$ cat src/inc/uepc_regs.vh
/*
 * Constants of the USB endpoint control block: register offsets, field
 * positions, reset values and interrupt layout. Assumes a 32-bit register
 * port with word-aligned byte addresses.
 */
`ifndef UEPC_REGS_VH
`define UEPC_REGS_VH

// ----------------------------------------------------------------------
// Register map
// ----------------------------------------------------------------------
`define UEPC_EP_BASE 8'h00
`define UEPC_INT_STAT 8'h40
`define UEPC_INT_MASK 8'h44
`define UEPC_MODE 8'h48
`define UEPC_STALL_CLR 8'h4c

// ----------------------------------------------------------------------
// Endpoint control fields
// ----------------------------------------------------------------------
`define UEPC_HSHK_BIT 0
`define UEPC_STALL_BIT 1
`define UEPC_TXEN_BIT 2
`define UEPC_RXEN_BIT 3
`define UEPC_CONDIS_BIT 4
`define UEPC_RETRY_BIT 6
`define UEPC_LOW_SPEED_DIRECT_BIT 7
`define UEPC_EP_WMASK 8'hdd
`define UEPC_EPN_WMASK 8'h1d
`define UEPC_EP_RESET 8'h00

// ----------------------------------------------------------------------
// Interrupt status bits
// ----------------------------------------------------------------------
`define UEPC_IRQ_STALL 0
`define UEPC_IRQ_REJECT 1
`define UEPC_IRQ_NAK 2
`define UEPC_IRQ_WIDTH 3

`endif

$ cat src/design/uepc_endpoint_control.v
/*
 * Per-endpoint control of a USB controller: sixteen endpoint control
 * registers, token acceptance decode, host-mode low-speed and NAK retry
 * steering, and a small interrupt block. Assumes the protocol engine
 * presents one token per cycle as a one-cycle strobe and that register
 * port strobes never come together.
 */
// Local design decisions: the strobed register port and the register offsets.
`timescale 1ns/1ps
`include "uepc_regs.vh"

module uepc_endpoint_control (
    input wire clk_in,
    input wire srst_in,
    input wire [7:0] addr_in,
    input wire [31:0] wdata_in,
    input wire wr_in,
    input wire rd_in,
    output reg [31:0] rdata_out,
    input wire tok_valid_in,
    input wire [3:0] tok_ep_in,
    input wire [1:0] tok_kind_in,
    input wire stall_event_in,
    input wire [3:0] stall_ep_in,
    input wire nak_event_in,
    input wire low_speed_target_in,
    output wire tok_accept_out,
    output wire tok_reject_out,
    output wire tok_handshake_out,
    output wire low_speed_direct_out,
    output wire pre_token_needed_out,
    output wire nak_retry_out,
    output wire host_mode_out,
    output wire irq_out
);

// ----------------------------------------------------------------------
// Token kinds
// ----------------------------------------------------------------------
localparam [1:0] TOK_OUT = 2'h0;
localparam [1:0] TOK_IN = 2'h1;
localparam [1:0] TOK_SETUP = 2'h2;

// Sixteen control bytes packed side by side, endpoint n at bits 8n+7..8n
wire [127:0] endpoint_control_regs;
reg [2:0] int_stat_reg;
reg [2:0] int_mask_reg;
reg host_mode_reg;
wire [7:0] ep_sel;
wire [7:0] endpoint_zero_control;
wire ep_access;
wire [3:0] ep_idx;
reg [2:0] events;
reg tok_ok;

// Endpoint registers sit on words 0..15
assign ep_access = (addr_in[7:6] == 2'h0) && (addr_in[1:0] == 2'h0);
assign ep_idx = addr_in[5:2];
assign endpoint_zero_control = endpoint_control_regs[7:0];
assign ep_sel = endpoint_control_regs[tok_ep_in * 8 +: 8];

// ----------------------------------------------------------------------
// Write mask per endpoint
// ----------------------------------------------------------------------
function [7:0] wmask;
    input [3:0] idx;
    begin
        // Endpoint zero alone holds the host controls; bit 5 never stored
        wmask = (idx == 4'h0) ? `UEPC_EP_WMASK : `UEPC_EPN_WMASK;
    end
endfunction

// ----------------------------------------------------------------------
// Endpoint registers
// ----------------------------------------------------------------------
genvar g;
generate
    for (g = 0; g < 16; g = g + 1) begin : gen_ep
        localparam [3:0] IDX = g;
        reg [7:0] ctl_reg;
        reg [7:0] ctl_next;
        // Each endpoint owns its byte, so every register has a single driver
        always @* begin
            ctl_next = ctl_reg;
            if (wr_in && ep_access && ep_idx == IDX) begin
                // Stall status is hardware owned; software writes skip it
                ctl_next = (wdata_in[7:0] & wmask(IDX)) | (ctl_reg & 8'h02);
            end
            // Set wins over the write-one clear of the stall flag
            if (stall_event_in && stall_ep_in == IDX) begin
                ctl_next[`UEPC_STALL_BIT] = 1'b1;
            end else if (wr_in && addr_in == `UEPC_STALL_CLR && wdata_in[IDX]) begin
                ctl_next[`UEPC_STALL_BIT] = 1'b0;
            end
        end
        always @(posedge clk_in) begin
            if (srst_in) begin
                ctl_reg <= `UEPC_EP_RESET;
            end else begin
                ctl_reg <= ctl_next;
            end
        end
        assign endpoint_control_regs[g * 8 +: 8] = ctl_reg;
    end
endgenerate

// ----------------------------------------------------------------------
// Token decode
// ----------------------------------------------------------------------
always @* begin
    tok_ok = 1'b0;
    case (tok_kind_in)
        TOK_OUT: tok_ok = ep_sel[`UEPC_RXEN_BIT];
        TOK_IN: tok_ok = ep_sel[`UEPC_TXEN_BIT];
        // Control-disable only counts when both directions are on
        TOK_SETUP: tok_ok = ep_sel[`UEPC_RXEN_BIT] && ep_sel[`UEPC_TXEN_BIT] &&
            !ep_sel[`UEPC_CONDIS_BIT];
        default: tok_ok = 1'b0;
    endcase
end

assign tok_accept_out = tok_valid_in && tok_ok;
assign tok_reject_out = tok_valid_in && !tok_ok;
assign tok_handshake_out = tok_valid_in && tok_ok && ep_sel[`UEPC_HSHK_BIT];

// Host-only controls are forced off in device mode
assign host_mode_out = host_mode_reg;
assign low_speed_direct_out = host_mode_reg &&
    endpoint_zero_control[`UEPC_LOW_SPEED_DIRECT_BIT];
assign pre_token_needed_out = host_mode_reg && low_speed_target_in &&
    !endpoint_zero_control[`UEPC_LOW_SPEED_DIRECT_BIT];
assign nak_retry_out = host_mode_reg &&
    !endpoint_zero_control[`UEPC_RETRY_BIT];

// ----------------------------------------------------------------------
// Interrupts and control registers
// ----------------------------------------------------------------------
always @* begin
    events = 3'h0;
    events[`UEPC_IRQ_STALL] = stall_event_in;
    events[`UEPC_IRQ_REJECT] = tok_reject_out;
    // A NAK left for software only matters when retry is off
    events[`UEPC_IRQ_NAK] = nak_event_in && !nak_retry_out;
end

always @(posedge clk_in) begin
    if (srst_in) begin
        int_stat_reg <= 3'h0;
        int_mask_reg <= 3'h0;
        host_mode_reg <= 1'b0;
    end else begin
        if (wr_in && addr_in == `UEPC_INT_STAT) begin
            int_stat_reg <= (int_stat_reg & ~wdata_in[2:0]) | events;
        end else begin
            int_stat_reg <= int_stat_reg | events;
        end
        if (wr_in && addr_in == `UEPC_INT_MASK) begin
            int_mask_reg <= wdata_in[2:0];
        end
        if (wr_in && addr_in == `UEPC_MODE) begin
            host_mode_reg <= wdata_in[0];
        end
    end
end

assign irq_out = |(int_stat_reg & int_mask_reg);

// ----------------------------------------------------------------------
// Read port
// ----------------------------------------------------------------------
always @(posedge clk_in) begin
    if (srst_in) begin
        rdata_out <= 32'h0;
    end else if (rd_in) begin
        if (ep_access) begin
            rdata_out <= {24'h0, endpoint_control_regs[ep_idx * 8 +: 8]};
        end else if (addr_in == `UEPC_INT_STAT) begin
            rdata_out <= {29'h0, int_stat_reg};
        end else if (addr_in == `UEPC_INT_MASK) begin
            rdata_out <= {29'h0, int_mask_reg};
        end else if (addr_in == `UEPC_MODE) begin
            rdata_out <= {31'h0, host_mode_reg};
        end else begin
            rdata_out <= 32'h0;
        end
    end else begin
        rdata_out <= 32'h0;
    end
end

endmodule

$ cat config.mk
export PLATFORM = sky130hd
export DESIGN_NAME = uepc_endpoint_control
export DESIGN_NICKNAME = d
export VERILOG_FILES = /design/src/design/uepc_endpoint_control.v
export VERILOG_INCLUDE_DIRS = /design/src /design/src/inc
export SDC_FILE = /design/constraint.sdc
export NUM_CORES = 1
export LEC_CHECK = 0
export ABC_AREA = 1
export BUFFER_PORTS_ARGS = -buffer_cell sky130_fd_sc_hd__buf_2
export CORE_UTILIZATION = 50
export CTS_CLUSTER_DIAMETER = 200
export DETAILED_ROUTE_END_ITERATION = 10
export PLACE_DENSITY = 0.76
export SYNTH_ARGS = -nofsm -noshare
export SYNTH_HDL_FRONTEND = slang
export SYNTH_SLANG_ARGS = --single-unit
$ cat constraint.sdc
create_clock -name clk_in -period 1.3 [get_ports clk_in]
set_clock_uncertainty 0.2 [all_clocks]
set_input_delay 0 -clock clk_in [delete_from_list [all_inputs] [get_ports clk_in]]
set_output_delay 0 -clock clk_in [all_outputs]
set_load 0.005 [all_outputs]
==> impl_metrics.csv <==
group,metric,value,unit
run,maxCapViolCount,0,
pwr,peakVddDrop,0.000783,V
pwr,power_density,823,mW/mm2
timing,finalWorstSetupSlack,-1050,ps
grt,grt_max_degree,67,
timing,drv_slew,0,
worst_setup_path,cp-start-kind,"register",
routing,routed_wl,20200,um
clocking,cts_root_buffer,"clkbuf_8",
worst_setup_path,cp_cell_sequence,"inv_2 -> nand2_1 -> nand3_1 -> nand3_1 -> nand3_1 -> nand2_1 -> nand2_1 -> nand2_1 -> inv_1 -> nand3_1 -> inv_1 -> buf_2",
timing,period_share,1.81,
logic_synthesis,ys_async_sr_fraction,0,
logic_synthesis,netlist_instances,737,
finish,syn_to_final_growth,42.6,%
logic_synthesis,synth_top_area_frac,0.375,
die,core_area,0.00986,mm2
finish,drive_above_1_share,0.350,
die,start_util,0.520,
pwr,power.leakage,0.00330,uW
timing,rsz0062_at_grt,"yes",
timing,hold_violations,5,
clocking,cts.sink_count,96,
placed_design,pre_cts_slack,-404,ps
min_path,hold_class,"input port to register",
worst_setup_path,slowest_delay,330,ps
routing,vias,6249,
grt,track_usage,0.355,
clocking,numCtsBuffers,9,
logic_synthesis,synth_warnings,0,
logic_synthesis,synthSimpleGateAreaFrac,0.213,
finish,nFillCells,678,
finish,multiInputGateArea,0.00295,mm2
grt,grt_pass1_vias,5685,
logic_synthesis,synthAdderAreaFrac,0,
worst_setup_path,critPathKind,"register to output port",
finish,largest_register_ffs,75,
routing,wl_per_cell,19.3,um
clocking,clk_latency,410,ps
worst_setup_path,cp_max_fo,3,
worst_setup_path,crit_arrival,2150,ps
logic_synthesis,synth-edff-count,0,
timing,fin_crit,2350,ps
logic_synthesis,synthTopCellsByArea,"dfxtp_1, o21ai_0, a21oi_1",
logic_synthesis,synth.avg_cell_area,6.95,um2
placed_design,dpl.hpwl,13100,um
logic_synthesis,synth-compound-area-share,0.269,
logic_synthesis,synth-xor-area-share,0,
die,die_x,103,um
timing,holdWs,-122,ps
die,num_io_pins,98,
worst_setup_path,critPathCaptureType,"output port",
clocking,cts_tree,"built",
logic_synthesis,ys_types,35,
routing,dr.first_iter.drc_count,773,
worst_setup_path,reg2reg_slack,-410,ps
placed_design,place_congestion,1.09,
clocking,cts_max_level,3,
finish,postLayoutCoreUtil,0.741,
status,failed_checks,"negative hold slack, negative setup slack",
routing,ant_nets,0,
die,rows,36,
clocking,hold_buffers,29,
routing,vias_per_cell,5.95,
die,dieArea,0.0107,mm2
status,outcome,"finished with violations",
logic_synthesis,ys.flop_type,"dfxtp_1",
logic_synthesis,netlist_area,0.00512,mm2
grt,antenna_found_initial,1,
routing,drtPass1Iterations,7,
logic_synthesis,yosysSeqAreaShare,0.375,
placed_design,io_buffers,56,
clocking,clock_path_buffers,2,
logic_synthesis,ys_seq_elements,96,
finish,ff_latch_area,0.00195,mm2
grt,grt_overflow_total,0,
clocking,clk_pin_slew_worst_paths,110,ps
die,dieHeight,103,um
finish,diodes,0,
grt,grt_pass1_wl,28500,um
timing,setup_viol,16,
logic_synthesis,synth_common_cells,"nand2_1, o21ai_0, inv_1, dfxtp_1, a21oi_1",
logic_synthesis,yosysTopAreaCell,"dfxtp_1",
logic_synthesis,synth_top_family_by_area,"compound AO/OA/AOI/OAI gates",
finish,fin_nets,970,
timing,fmax,425,MHz
worst_setup_path,crit_slowest_cell,"dfxtp_1",
routing,drc,0,
logic_synthesis,synthMuxAreaShare,0,
worst_setup_path,cp.required,1100,ps
## metal layers
layer | vias up | global-route usage | part of all wire
met1 | 2785 | 0.443 | 0.36
met2 | 544 | 0.568 | 0.45
met5 | - | 0 | 0
met4 | 0 | 0.194 | 0.061
met3 | 148 | 0.0827 | 0.12
li1 | 2772 | - | -
## critical path, delay by kind of cell (launching register included)
family / cells / cell delay [ps]
flip-flops: 1 / 330
buffers and inverters: 4 / 560
AND/OR/NAND/NOR: 8 / 860
## logic make-up after synthesis
family / after synthesis
compound gates: 254
simple gates: 222
buf+inv: 164
other cells: 1
flops: 96
## stage by stage
step           std cells  TNS [ps]  hold slack (ps)  power (uW)  cell area (um2)
6_report            1050     -3830             -122        6020             7310
5_1_grt             1050     -5620            -75.6        6190             7310
4_1_cts             1044    -15450             -128        5860             6930
3_5_place_dp        1000    -29030             57.5        3830             6360
3_3_place_gp        1000    -26390             54.5        3810             6360
2_1_floorplan        761     -8560             -118        3500             5300
## cell type report
cell class	instances	share of cell area
clock inverter	7	0.00924
clock buffer	9	0.0169
sequential	96	0.266
timing repair buffer	198	0.222
multi-input combinational	501	0.404
inverter	106	0.0584
tap	133	0.0228
## path summary, 6_finish.rpt
kind / startpoint / endpoint / cells past startpoint
max: gen_ep[3].ctl_reg[2]$_SDFFE_PP0P_ / tok_reject_out / 12
min: addr_in[7] / host_mode_out$_SDFFE_PP0P_ / 5
max reg2reg: gen_ep[3].ctl_reg[2]$_SDFFE_PP0P_ / int_stat_reg[1]$_SDFF_PP0_ / 11
min reg2reg: gen_ep[6].ctl_reg[0]$_SDFFE_PP0P_ / gen_ep[6].ctl_reg[0]$_SDFFE_PP0P_ / 2
## layout by cell type (no fill, tap or decap), drive strengths merged, types with 10 or more instances in the layout
master / netlist / layout
a22oi: 14 / 14
dlygate4sd3: 0 / 28
nor2: 38 / 38
inv: 103 / 108
nand3: 60 / 60
o21ai: 113 / 113
conb: 1 / 25
o22ai: 20 / 20
dfxtp: 96 / 96
buf: 36 / 168
nand2: 116 / 116
a21oi: 97 / 97
clkbuf: 22 / 10
## where the power goes
part / internal, uW / leakage, uW / switching (uW)
sequential: 2960 / 0.000784 / 16.4
clock: 757 / 0.0000966 / 1280
combinational: 381 / 0.00242 / 617
total: 4100 / 0.00330 / 1920
## what timing repair did
action | 4_1_cts | 5_1_grt
hold endpoints to repair | 95 | 2
gates cloned | 0 | 1
setup endpoints to repair | 11 | 84
setup buffers | 2 | 7
gates resized for setup | 45 | 110
pin swaps | 10 | 44
Power figures use the tool's default switching activity.
